[src/common/usp_pkg.sv]
// Purpose: shared constants of the side pin port (map, fields, modes, reset values)
// Assumes: 32-bit AXI4-Lite data, one register per aligned word
// Notes: registers hold six bits (mode four) in byte lane 0, upper bits read as zero
package usp_pkg;
	localparam int NUM_PINS = 6;
	localparam int ADDR_W   = 8;

	// register byte offsets
	localparam logic [ADDR_W-1:0] OFS_DIR   = 8'h00;
	localparam logic [ADDR_W-1:0] OFS_HIGH  = 8'h04;
	localparam logic [ADDR_W-1:0] OFS_LOW   = 8'h08;
	localparam logic [ADDR_W-1:0] OFS_LEVEL = 8'h0c;
	localparam logic [ADDR_W-1:0] OFS_MODE  = 8'h10;

	// register select codes used by the address decoder
	localparam logic [2:0] SEL_NONE  = 3'h0;
	localparam logic [2:0] SEL_DIR   = 3'h1;
	localparam logic [2:0] SEL_HIGH  = 3'h2;
	localparam logic [2:0] SEL_LOW   = 3'h3;
	localparam logic [2:0] SEL_LEVEL = 3'h4;
	localparam logic [2:0] SEL_MODE  = 3'h5;

	// mode register fields
	localparam int MODE_SEL_LSB = 0;
	localparam int MODE_SEL_W   = 3;
	localparam int MODE_POL_BIT = 3;

	// line takeover modes
	localparam logic [2:0] MODE_GPIO   = 3'h0;
	localparam logic [2:0] MODE_RTSCTS = 3'h1;
	localparam logic [2:0] MODE_DTRDSR = 3'h2;
	localparam logic [2:0] MODE_MDXCVR = 3'h3;
	localparam logic [2:0] MODE_MDTXEN = 3'h4;

	// pins taken over by the modes
	localparam int PIN_CTS  = 4;
	localparam int PIN_RTS  = 5;
	localparam int PIN_DSR  = 2;
	localparam int PIN_DTR  = 3;
	localparam int PIN_XCVR = 5;

	// reset values
	localparam logic [5:0] RST_DIR  = 6'h00;
	localparam logic [5:0] RST_OUT  = 6'h00;
	localparam logic [3:0] RST_MODE = 4'h0;

	// AXI responses
	localparam logic [1:0] RESP_OKAY   = 2'h0;
	localparam logic [1:0] RESP_SLVERR = 2'h2;
endpackage

[src/verilog/usp_axil_slave.sv]
// Purpose: AXI4-Lite slave front end handing out one-cycle write and read strobes
// Assumes: one write and one read under way at a time, same clock as the port
// Notes: address and data may arrive in either order; the write strobe fires once both are held
`timescale 1ns/10ps
`default_nettype none
module usp_axil_slave
	import usp_pkg::*;
#(
	parameter int AW = 8
) (
	input  wire logic          clk,
	input  wire logic          rst,
	input  wire logic [AW-1:0] awaddr,
	input  wire logic          awvalid,
	output var  logic          awready,
	input  wire logic [31:0]   wdata,
	input  wire logic [3:0]    wstrb,
	input  wire logic          wvalid,
	output var  logic          wready,
	output var  logic [1:0]    bresp,
	output var  logic          bvalid,
	input  wire logic          bready,
	input  wire logic [AW-1:0] araddr,
	input  wire logic          arvalid,
	output var  logic          arready,
	output var  logic [31:0]   rdata,
	output var  logic [1:0]    rresp,
	output var  logic          rvalid,
	input  wire logic          rready,
	output var  logic          wr_fire,
	output var  logic [AW-1:0] wr_addr,
	output var  logic [31:0]   wr_data,
	output var  logic [3:0]    wr_strb,
	input  wire logic          wr_err,
	output var  logic          rd_fire,
	output var  logic [AW-1:0] rd_addr,
	input  wire logic [31:0]   rd_data,
	input  wire logic          rd_err
);
	logic aw_hold_q;
	logic w_hold_q;
	logic aw_hold_d;
	logic w_hold_d;
	logic rvalid_d;
	logic aw_take;
	logic w_take;

	// handshakes and hold flags; ready is the inverse of the hold
	assign aw_take   = awvalid & awready;
	assign w_take    = wvalid & wready;
	assign wr_fire   = aw_hold_q & w_hold_q & ~bvalid;
	assign aw_hold_d = wr_fire ? 1'b0 : (aw_take | aw_hold_q);
	assign w_hold_d  = wr_fire ? 1'b0 : (w_take | w_hold_q);
	assign rd_fire   = arvalid & arready;
	assign rd_addr   = araddr;
	assign rvalid_d  = rd_fire | (rvalid & ~rready);

	// write channel state
	always_ff @(posedge clk) begin
		if (rst) begin
			aw_hold_q <= 1'b0;
			w_hold_q  <= 1'b0;
			awready   <= 1'b0;
			wready    <= 1'b0;
			bvalid    <= 1'b0;
			bresp     <= RESP_OKAY;
			wr_addr   <= '0;
			wr_data   <= '0;
			wr_strb   <= '0;
		end else begin
			aw_hold_q <= aw_hold_d;
			w_hold_q  <= w_hold_d;
			awready   <= ~aw_hold_d;
			wready    <= ~w_hold_d;
			if (aw_take) begin
				wr_addr <= awaddr;
			end
			if (w_take) begin
				wr_data <= wdata;
				wr_strb <= wstrb;
			end
			if (wr_fire) begin
				bvalid <= 1'b1;
				bresp  <= wr_err ? RESP_SLVERR : RESP_OKAY;
			end else if (bready) begin
				bvalid <= 1'b0;
			end
		end
	end

	// read channel: data captured at the address handshake, so no extra cycle
	always_ff @(posedge clk) begin
		if (rst) begin
			arready <= 1'b0;
			rvalid  <= 1'b0;
			rdata   <= '0;
			rresp   <= RESP_OKAY;
		end else begin
			arready <= ~rvalid_d;
			rvalid  <= rvalid_d;
			if (rd_fire) begin
				rdata <= rd_data;
				rresp <= rd_err ? RESP_SLVERR : RESP_OKAY;
			end
		end
	end
endmodule // usp_axil_slave
`default_nettype wire

[src/verilog/usp_pin_port.sv]
// Purpose: six-line general-purpose pin port with set/clear drive and live level readback
// Assumes: flow-control and transceiver signals come from the serial core on CLK_SYS
// Notes: pins are sampled through three flops; outputs change one cycle after the register
//
// Notes on behaviour
// RULE1 - direction bit zero makes its pin an input, one makes it an output
// RULE2 - a one written to the drive-high register sets that output; zeros change nothing
// RULE3 - a one written to the drive-low register clears that output; zeros change nothing
// RULE4 - reading the level register returns the present level of every pin
// RULE5 - software writes zeros to upper bits seven and six of those registers
// RULE6 - direction applies only to pins the selected mode has not taken over
// RULE7 - mode 001 turns pin 4 into clear-to-send input, pin 5 request-to-send output
// RULE8 - mode 010 turns pin 2 into data-set-ready input, pin 3 data-terminal-ready output
// RULE9 - reading the level register never alters pins, directions or output values
//
// Design decisions made here: the AXI4-Lite interface to the registers and the register addresses.
`timescale 1ns/10ps
`default_nettype none
module usp_pin_port
	import usp_pkg::*;
#(
	parameter int NPINS = NUM_PINS
) (
	input  wire logic              CLK_SYS,
	input  wire logic              RST,
	input  wire logic [ADDR_W-1:0] S_AXI_AWADDR,
	input  wire logic              S_AXI_AWVALID,
	output var  logic              S_AXI_AWREADY,
	input  wire logic [31:0]       S_AXI_WDATA,
	input  wire logic [3:0]        S_AXI_WSTRB,
	input  wire logic              S_AXI_WVALID,
	output var  logic              S_AXI_WREADY,
	output var  logic [1:0]        S_AXI_BRESP,
	output var  logic              S_AXI_BVALID,
	input  wire logic              S_AXI_BREADY,
	input  wire logic [ADDR_W-1:0] S_AXI_ARADDR,
	input  wire logic              S_AXI_ARVALID,
	output var  logic              S_AXI_ARREADY,
	output var  logic [31:0]       S_AXI_RDATA,
	output var  logic [1:0]        S_AXI_RRESP,
	output var  logic              S_AXI_RVALID,
	input  wire logic              S_AXI_RREADY,
	input  wire logic [NPINS-1:0]  PORT_PIN_IN,
	output var  logic [NPINS-1:0]  PORT_PIN_OUT,
	output var  logic [NPINS-1:0]  PORT_PIN_OE,
	input  wire logic              FLOW_RTS_N,
	input  wire logic              FLOW_DTR_N,
	input  wire logic              FLOW_TX_ACTIVE,
	output var  logic              FLOW_CTS_N,
	output var  logic              FLOW_DSR_N
);
	// the mode takeover map is fixed to six lines
	if (NPINS != NUM_PINS) begin : g_bad_width
		$error("usp_pin_port supports exactly six pins");
	end

	logic [NPINS-1:0]  dir_q;
	logic [NPINS-1:0]  dir_d;
	logic [NPINS-1:0]  out_q;
	logic [NPINS-1:0]  out_d;
	logic [3:0]        mode_q;
	logic [3:0]        mode_d;
	logic [NPINS-1:0]  sync1_q;
	logic [NPINS-1:0]  sync2_q;
	logic [NPINS-1:0]  sync3_q;
	logic [NPINS-1:0]  level_q;
	logic [NPINS-1:0]  level_d;
	logic [NPINS-1:0]  claim;
	logic [NPINS-1:0]  func_oe;
	logic [NPINS-1:0]  func_val;
	logic [NPINS-1:0]  pin_out_d;
	logic [NPINS-1:0]  pin_oe_d;
	logic [2:0]        mode_sel;
	logic              xcvr_level;
	logic              wr_fire;
	logic [ADDR_W-1:0] wr_addr;
	logic [31:0]       wr_data;
	logic [3:0]        wr_strb;
	logic              rd_fire;
	logic [ADDR_W-1:0] rd_addr;
	logic [31:0]       rd_data;
	logic [2:0]        wr_sel;
	logic [2:0]        rd_sel;
	logic              wr_lane0;
	logic [NPINS-1:0]  wr_bits;

	// map a byte address onto a register select code
	function automatic logic [2:0] reg_sel(input logic [ADDR_W-1:0] addr);
		if (addr == OFS_DIR) begin
			return SEL_DIR;
		end else if (addr == OFS_HIGH) begin
			return SEL_HIGH;
		end else if (addr == OFS_LOW) begin
			return SEL_LOW;
		end else if (addr == OFS_LEVEL) begin
			return SEL_LEVEL;
		end else if (addr == OFS_MODE) begin
			return SEL_MODE;
		end else begin
			return SEL_NONE;
		end
	endfunction

	// lines that a mode takes away from the direction register
	function automatic logic [NUM_PINS-1:0] mode_claim(input logic [2:0] sel);
		logic [NUM_PINS-1:0] m;
		m = '0;
		case (sel)
			MODE_RTSCTS: begin
				m[PIN_CTS] = 1'b1;
				m[PIN_RTS] = 1'b1;
			end
			MODE_DTRDSR: begin
				m[PIN_DSR] = 1'b1;
				m[PIN_DTR] = 1'b1;
			end
			MODE_MDXCVR, MODE_MDTXEN: begin
				m[PIN_XCVR] = 1'b1;
			end
			default: begin
				m = '0;
			end
		endcase
		return m;
	endfunction

	// bus front end
	usp_axil_slave #(
		.AW (ADDR_W)
	) u_bus (
		.clk     (CLK_SYS),
		.rst     (RST),
		.awaddr  (S_AXI_AWADDR),
		.awvalid (S_AXI_AWVALID),
		.awready (S_AXI_AWREADY),
		.wdata   (S_AXI_WDATA),
		.wstrb   (S_AXI_WSTRB),
		.wvalid  (S_AXI_WVALID),
		.wready  (S_AXI_WREADY),
		.bresp   (S_AXI_BRESP),
		.bvalid  (S_AXI_BVALID),
		.bready  (S_AXI_BREADY),
		.araddr  (S_AXI_ARADDR),
		.arvalid (S_AXI_ARVALID),
		.arready (S_AXI_ARREADY),
		.rdata   (S_AXI_RDATA),
		.rresp   (S_AXI_RRESP),
		.rvalid  (S_AXI_RVALID),
		.rready  (S_AXI_RREADY),
		.wr_fire (wr_fire),
		.wr_addr (wr_addr),
		.wr_data (wr_data),
		.wr_strb (wr_strb),
		.wr_err  (wr_sel == SEL_NONE || wr_sel == SEL_LEVEL),
		.rd_fire (rd_fire),
		.rd_addr (rd_addr),
		.rd_data (rd_data),
		.rd_err  (rd_sel == SEL_NONE)
	);

	// write decode; upper lanes are ignored since every register is one byte
	assign wr_sel   = reg_sel(wr_addr);
	assign rd_sel   = reg_sel(rd_addr);
	assign wr_lane0 = wr_fire & wr_strb[0];
	assign wr_bits  = wr_data[NPINS-1:0]; // bits 7:6 dropped, software keeps them zero (see RULE5)

	// register next values
	assign dir_d  = (wr_lane0 && wr_sel == SEL_DIR) ? wr_bits : dir_q; // see RULE1
	assign mode_d = (wr_lane0 && wr_sel == SEL_MODE) ? wr_data[3:0] : mode_q;
	assign out_d  = (wr_lane0 && wr_sel == SEL_HIGH) ? (out_q | wr_bits) :   // see RULE2
	                (wr_lane0 && wr_sel == SEL_LOW)  ? (out_q & ~wr_bits) :  // see RULE3
	                out_q;

	// readback is a pure mux: no read strobe reaches any register (see RULE9)
	assign rd_data = (rd_sel == SEL_DIR)   ? {{(32-NPINS){1'b0}}, dir_q} :
	                 (rd_sel == SEL_HIGH)  ? {{(32-NPINS){1'b0}}, out_q} :
	                 (rd_sel == SEL_LOW)   ? {{(32-NPINS){1'b0}}, out_q} :
	                 (rd_sel == SEL_LEVEL) ? {{(32-NPINS){1'b0}}, level_q} : // see RULE4
	                 (rd_sel == SEL_MODE)  ? {28'h0000000, mode_q} :
	                 32'h00000000;

	// control registers
	always_ff @(posedge CLK_SYS) begin
		if (RST) begin
			dir_q  <= RST_DIR;
			out_q  <= RST_OUT;
			mode_q <= RST_MODE;
		end else begin
			dir_q  <= dir_d;
			out_q  <= out_d;
			mode_q <= mode_d;
		end
	end

	// pin synchroniser; a change counts only once stages two and three agree
	assign level_d = (sync2_q & sync3_q) | (level_q & (sync2_q ^ sync3_q)); // per line (see RULE4)
	always_ff @(posedge CLK_SYS) begin
		if (RST) begin
			sync1_q <= '0;
			sync2_q <= '0;
			sync3_q <= '0;
			level_q <= '0;
		end else begin
			sync1_q <= PORT_PIN_IN;
			sync2_q <= sync1_q;
			sync3_q <= sync2_q;
			level_q <= level_d;
		end
	end

	// takeover map; the transceiver enable follows the transmit flag, inverted unless the polarity bit is set
	assign mode_sel   = mode_q[MODE_SEL_LSB +: MODE_SEL_W];
	assign claim      = mode_claim(mode_sel); // see RULE6
	assign xcvr_level = mode_q[MODE_POL_BIT] ? FLOW_TX_ACTIVE : ~FLOW_TX_ACTIVE;

	// function-side direction and value of each claimed line
	always_comb begin
		func_oe  = '0;
		func_val = '0;
		case (mode_sel)
			MODE_RTSCTS: begin
				func_oe[PIN_RTS]  = 1'b1;       // see RULE7
				func_val[PIN_RTS] = FLOW_RTS_N; // see RULE7
			end
			MODE_DTRDSR: begin
				func_oe[PIN_DTR]  = 1'b1;       // see RULE8
				func_val[PIN_DTR] = FLOW_DTR_N; // see RULE8
			end
			MODE_MDXCVR, MODE_MDTXEN: begin
				func_oe[PIN_XCVR]  = 1'b1;
				func_val[PIN_XCVR] = xcvr_level;
			end
			default: begin
				func_oe  = '0;
				func_val = '0;
			end
		endcase
	end

	// per-line selection between function and general-purpose drive
	for (genvar i = 0; i < NPINS; i++) begin : g_pin
		assign pin_oe_d[i]  = claim[i] ? func_oe[i] : dir_q[i];  // see RULE1, see RULE6
		assign pin_out_d[i] = claim[i] ? func_val[i] : out_q[i]; // see RULE2, see RULE3
	end

	// pins and handshake inputs registered; unused handshakes idle high (inactive)
	always_ff @(posedge CLK_SYS) begin
		if (RST) begin
			PORT_PIN_OE  <= '0;
			PORT_PIN_OUT <= '0;
			FLOW_CTS_N   <= 1'b1;
			FLOW_DSR_N   <= 1'b1;
		end else begin
			PORT_PIN_OE  <= pin_oe_d;
			PORT_PIN_OUT <= pin_out_d;
			FLOW_CTS_N   <= (mode_sel == MODE_RTSCTS) ? level_q[PIN_CTS] : 1'b1; // see RULE7
			FLOW_DSR_N   <= (mode_sel == MODE_DTRDSR) ? level_q[PIN_DSR] : 1'b1; // see RULE8
		end
	end
endmodule // usp_pin_port
`default_nettype wire

[config.mk]
export PLATFORM = sky130hd
export DESIGN_NAME = usp_pin_port
export DESIGN_NICKNAME = d
export VERILOG_FILES = /design/src/common/usp_pkg.sv /design/src/verilog/usp_axil_slave.sv /design/src/verilog/usp_pin_port.sv
export SDC_FILE = /design/constraint.sdc
export NUM_CORES = 1
export LEC_CHECK = 0
export BUFFER_PORTS_ARGS = -buffer_cell sky130_fd_sc_hd__clkbuf_2
export CORE_MARGIN = 10
export CORE_UTILIZATION = 51
export CTS_BUF_LIST = sky130_fd_sc_hd__clkbuf_4
export DETAILED_ROUTE_END_ITERATION = 6
export PLACE_DENSITY_LB_ADDON = 0.08
export SETUP_SLACK_MARGIN = 0.05
export SLEW_MARGIN = 40
export SYNTH_ARGS = -nofsm -noshare
export SYNTH_HDL_FRONTEND = slang
export SYNTH_SLANG_ARGS = --single-unit
[constraint.sdc]
create_clock -name CLK_SYS -period 2.1 [get_ports CLK_SYS]
set_input_delay 0.42 -clock CLK_SYS [delete_from_list [all_inputs] [get_ports CLK_SYS]]
set_output_delay 0.42 -clock CLK_SYS [all_outputs]
set_load 0.02 [all_outputs]
### Word level (Yosys, flattened, before mapping)

Cells that the tools add are included.

| word-level totals | value |
|---|---|
| register bits | 112 |
| latch bits | 0 |
| memory bits (writable) | 0 |
| ROM bits | 0 |
| input port bits | 68 |
| output and inout port bits | 55 |
| word-level logic and storage cells | 126 |
| memories | 0 |

| operators by class | value |
|---|---|
| $add $sub $neg | 0 |
| multipliers | 0 |
| div/mod/pow operators | 0 |
| order comparisons | 0 |
| equal/unequal tests | 22 |
| shift-type cells | 0 |
| muxes and demuxes | 34 |
| bitwise gates (word level) | 25 |
| reductions and logical operators | 17 |

Operators with widths:

| cell | number |
|---|---|
| $mux W6 | 6 |
| $eq A8 B4 Y1 const B | 4 |
| $mux W3 | 10 |
| $and A6 B6 Y6 | 3 |
| $eq A3 B2 Y1 const B | 6 |
| $eq A8 B3 Y1 const B | 2 |
| $eq A8 B5 Y1 const B | 2 |
| $logic_not A8 Y1 | 2 |
| $eq A3 B3 Y1 const B | 5 |
| $mux W1 | 13 |
| $or A6 B6 Y6 | 2 |
| $reduce_or A2 Y1 | 5 |
| $eq A3 B1 Y1 const B | 3 |
| $not A1 Y1 | 8 |
| $and A1 B1 Y1 | 7 |
| $logic_not A3 Y1 | 2 |
| $mux W2 | 3 |
| $not A6 Y6 | 1 |
| $xor A6 B6 Y6 | 1 |
| $logic_and A1 B1 Y1 | 4 |
| $mux W4 | 1 |
| $reduce_bool A2 Y1 | 2 |
| $or A1 B1 Y1 | 3 |
| $reduce_or A3 Y1 | 1 |
| other kinds (2) | 2 |

### Logic depth before layout (Yosys ltp)

| depth | value |
|---|---|
| depth in word-level cells | 12 |
| gate-level depth with buffers | 6 |
| depth with buffers taken out | 4 |

### Cells and area by module

From an unflattened synthesis, not the netlist that was laid out.

| second synthesis, totals | value |
|---|---|
| cell total of the unflattened synthesis | 597 |
| area total of the unflattened synthesis | 5,280.1 µm² |

By module, submodules not included:

| module | instances | cells each | area each (µm²) | seq. area each (µm²) |
|---|---|---|---|---|
| usp_axil_slave | 1 | 373 | 3,062.9 | 1,701.6 |
| usp_pin_port | 1 | 224 | 2,217.1 | 1,081.0 |

### Least setup slack after synthesis

No wires, ideal clock.

| timing | value |
|---|---|
| kind | register to register |
| from | register u_bus.wr_addr[1] |
| to | register dir_q[0] |
| library setup time | 0.128 ns |
| data arrival time | 1.692 ns |
| required time | 1.972 ns |
| setup slack | 0.281 ns |
| cell stages (with the launch flop) | 6 |
| buffers on the path | 1 |
| clock period less this slack | 1.819 ns |
| cell sequence | dfxtp_1 > or4_4 > buf_6 > nor4_4 > mux2i_1 > nor2_1 |

| between the ends | value |
|---|---|
| longest elaborated chain between the ends | 8 |
| elaborated cells on any way between the ends | 12 |
| classes of those cells | eq/ne: 5; mux: 5; reduce/logical: 2 |

RTL lines:

| item | RTL line | RTL |
|---|---|---|
| from (decl) | usp_axil_slave.sv:31 | `output var logic [AW-1:0] wr_addr,` |
| from (signal assigned) | usp_axil_slave.sv:76 | `wr_addr <= awaddr;` |
| $eq A8 B5 Y1 | usp_pin_port.sv:97 | `end else if (addr == OFS_MODE) begin` |
| $mux W3 | usp_pin_port.sv:97 |  |
| $mux W3 | usp_pin_port.sv:95 | `end else if (addr == OFS_LEVEL) begin` |
| $mux W3 | usp_pin_port.sv:93 | `end else if (addr == OFS_LOW) begin` |
| $mux W3 | usp_pin_port.sv:91 | `end else if (addr == OFS_HIGH) begin` |
| $mux W3 (*) | usp_pin_port.sv:89 | `if (addr == OFS_DIR) begin` |
| $eq A3 B1 Y1 (*) | usp_pin_port.sv:168 | `assign dir_d = (wr_lane0 && wr_sel == SEL_DIR) ? wr_bits : dir_q;` |
| $logic_and A1 B1 Y1 (*) | usp_pin_port.sv:168 |  |
| to (signal assigned) | usp_pin_port.sv:189 | `dir_q <= dir_d;` |
| to (decl) | usp_pin_port.sv:57 | `logic [NPINS-1:0] dir_q;` |

Mark *: on every way between the ends. The rest lies on a longest branch, timed or not.
A chain may end at the register's enable or synchronous reset.

==> summary.md <==
| Metric | Value |
|---|---|
| Status | `complete, no violations` |
| Top cells by area, synth | `dfxtp_1 49%, buf_4 6.2%, nor2b_1 4.8%` |
| Worst EP arrival | `2.21 ns` |
| CTS sink count | `84` |
| Overflow after GRT | `0` |
| Sw Share | `26.1%` |
| Max clock buf depth | `2` |
| Seq/Total Area, Yosys | `49.2%` |
| HP Start | `PORT_PIN_IN[4]` |
| Most used DFF post-synth | `dfxtp_1` |
| WHS Path Cells | `2` |
| Number of top-level pins | `123` |
| Final setup violation count | `0` |
| Most common cell after layout, fill and taps aside | `dfxtp_1` |
| Layout cells sized above 1 | `21.1%` |
| Die height | `102 um` |
| PwrDens | `773 nW/um^2` |
| Max Transition Viols Final | `0` |
| Core area | `6420 sq um` |
| Vias per cell | `5.15` |
| Clock latency on the worst-skew pair | `0.44 ns` |
| Starting Density | `53.2%` |
| DRC | `0` |
| Rel. slew slack | `55.7%` |
| Post-synth top area cell | `dfxtp_1` |
| Clk_skew | `0.0117 ns` |
| Combinational power share | `8.7%` |
| Post-CTS Repair Setup Buffers | `0` |
| DR iter-0 viols | `75` |
| Number of global-route vias before repair | `2,571` |
| Switch Pwr | `780 uW` |
| Crit end category | `flip-flop` |
| TNS Setup | `0 ns` |
| WHS Endpoint | `sync1_q[4]` |
| Most frequent cells in the layout | `84 x dfxtp_1, 65 x clkbuf_2, 35 x nor2_1` |
| Final min period | `1.87 ns` |
| Clock power share | `35.4%` |
| Maximum fanout along the worst path | `6` |
| Final Wtd Congestion | `0.787` |
| Crit path kind | `reg2reg` |
| CTS buffer count | `9` |
| Gr usage total | `14.9%` |
| Maximum vdd drop | `0.000463 V` |
| Post-synth EDFFs | `0` |
| Detail Placement HPWL | `5660 um` |
| Synth Cell Area | `3420 sq um` |
| RSZ-0062 raised after global routing | `no` |
| Vias post-DR | `2,639` |
| Diodes inserted | `0` |
| Yosys reg bits | `84` |
| ANT nets after route | `0` |
| Row count | `29` |
| Register share of total power | `55.9%` |
| Final period util | `89.3%` |
| # resized after CTS | `0` |
| Least-Margin Pin Slew | `0.665 ns` |
| Post-Synthesis Cells | `369` |
| Register-to-Register Path Depth | `5` |
| Pint | `2210 uW` |
| Die width | `102 um` |
| Setup slack, reg-to-reg | `0.23 ns` |
| Die area | `10,400 sq um` |
| Dpl cell area | `3700 sq um` |
| CP startpoint kind | `flip-flop` |
| Final nets | `504` |
| Yosys top cell area share | `49.2%` |
| Clock root buffer master | `clkbuf_4` |
| Pin count of the biggest net entering global routing | `36` |
| First-pass GRT wire length | `12,300 um` |
| Synthesized area per cell | `9.26 sq um` |
| Max cap viols | `0` |
| Post-layout instance area | `3870 sq um` |
| Count of unique library cells instantiated by Yosys | `44` |
| Layout Utilization | `60.3%` |
| Input/output buffers | `65` |
| Lkg Pwr | `0.00157 uW` |
| RR Startpoint | `u_bus.wr_addr[1]` |
| Final WL | `7650 um` |
| CTS tree | `yes` |
| Fin. Hold Viols | `0` |
| H-Tree Depth | `3` |
| Max Clock Freq | `533 MHz` |
| Hold buffers post-CTS | `0` |
| Worst Hold Class | `in2reg` |
| Area delta synth->final | `13.3%` |
| Yosys warning total | `0` |
| WL/cell | `14.9 um` |
| DRT Pass-1 Iters | `4` |
| Final Power | `2990 uW` |
| Clock slew at reported path FFs | `0.14 ns` |
| Antenna violations before repair | `0` |
| Async SR Flop Fraction | `0%` |
| Worst EP required | `2.43 ns` |
## cell usage after synthesis (2+ instances only)
cell type  count
xnor2_1        3
nand2_1       26
nand3_1       17
nor2_1        35
o21ai_0       10
a31oi_1        8
ha_1           6
nand2b_1       4
a32oi_1        4
nor4_4         3
a311oi_1       6
nor3_1        10
clkbuf_1      14
o21bai_1       4
buf_4         28
or3_1          2
a21oi_1       30
mux2i_1       11
a221oi_1       2
and2_1         4
dfxtp_1       84
inv_1          5
nor2b_1       26
buf_1          4
and3_1         2
nor4_1         3
## logic make-up after synthesis
| logic type | count (synthesis) | synth area share [%] |
|---|---|---|
| adders and majority gates | 7 | 2.49 |
| other | 1 | 0.110 |
| and+or+nand+nor | 142 | 22.8 |
| muxes | 11 | 3.22 |
| AOI/OAI and AO/OA | 67 | 11.9 |
| buffers and inverters | 53 | 9.15 |
| DFF | 84 | 49.2 |
| xor gates and xnor gates | 4 | 1.03 |
## per-layer routing
metal	vias up	part of all wire (%)	track usage, %
li1	1343	-	-
met4	0	1.5	4.77
met5	-	0	0
met2	78	45	23.9
met1	1207	46	17.8
met3	11	7.6	6.28
## through the flow
stage               hold WS (ns)  instances  worst slack [ns]
floorplan                  0.414        396             0.281
global placement           0.418        496             0.307
detailed placement         0.426        496             0.297
CTS                        0.156        512             0.221
global route               0.146        512             0.129
finish                     0.174        512             0.225
## final cells by class
class / count / area [sq um]
fillers: 585 / 2550
inverters: 5 / 18.8
repair buffers: 71 / 383
well taps: 77 / 96.3
multi-input cells: 259 / 1520
clock inverters: 7 / 100
clock buffers: 9 / 67.6
flip-flops and latches: 84 / 1680
## worst max-delay path by stage
stage	start	endpoint	slack, ns
floorplan	u_bus.wr_addr[1]	dir_q[0]	0.28
finish	u_bus.wr_addr[1]	flip-flop	0.23
detailed placement	u_bus.wr_addr[1]	mode_q[0]	0.30
global placement	u_bus.wr_addr[1]	mode_q[3]	0.31
CTS	u_bus.wr_addr[1]	flip-flop	0.22
global route	u_bus.wr_addr[1]	flip-flop	0.13
## flip-flops by register name (all words and copies together) (netlist names), 4 cells and up, named ones only
name / flops
u_bus.rdata: 6
u_bus.wr_data: 6
sync1_q: 6
level_q: 6
u_bus.wr_addr: 8
dir_q: 6
sync3_q: 6
PORT_PIN_OE: 6
PORT_PIN_OUT: 6
mode_q: 4
sync2_q: 6
## critical path: stages, from the launching register on
cell and delay (ns):
dfxtp_1 0.34, or4_4 0.61, nor4_4 0.25, buf_4 0.19, a31oi_1 0.09, a311oi_1 0.29
## power by group through the flow
stage	combinational [uW]	sequential, uW	clock (uW)
after floorplan	226	1700	0
after global placement	254	1710	0
after detailed placement	258	1710	0
after CTS	260	1670	1080
after global routing	290	1680	1140
final	261	1670	1060
(Power assumes the default switching activity.)
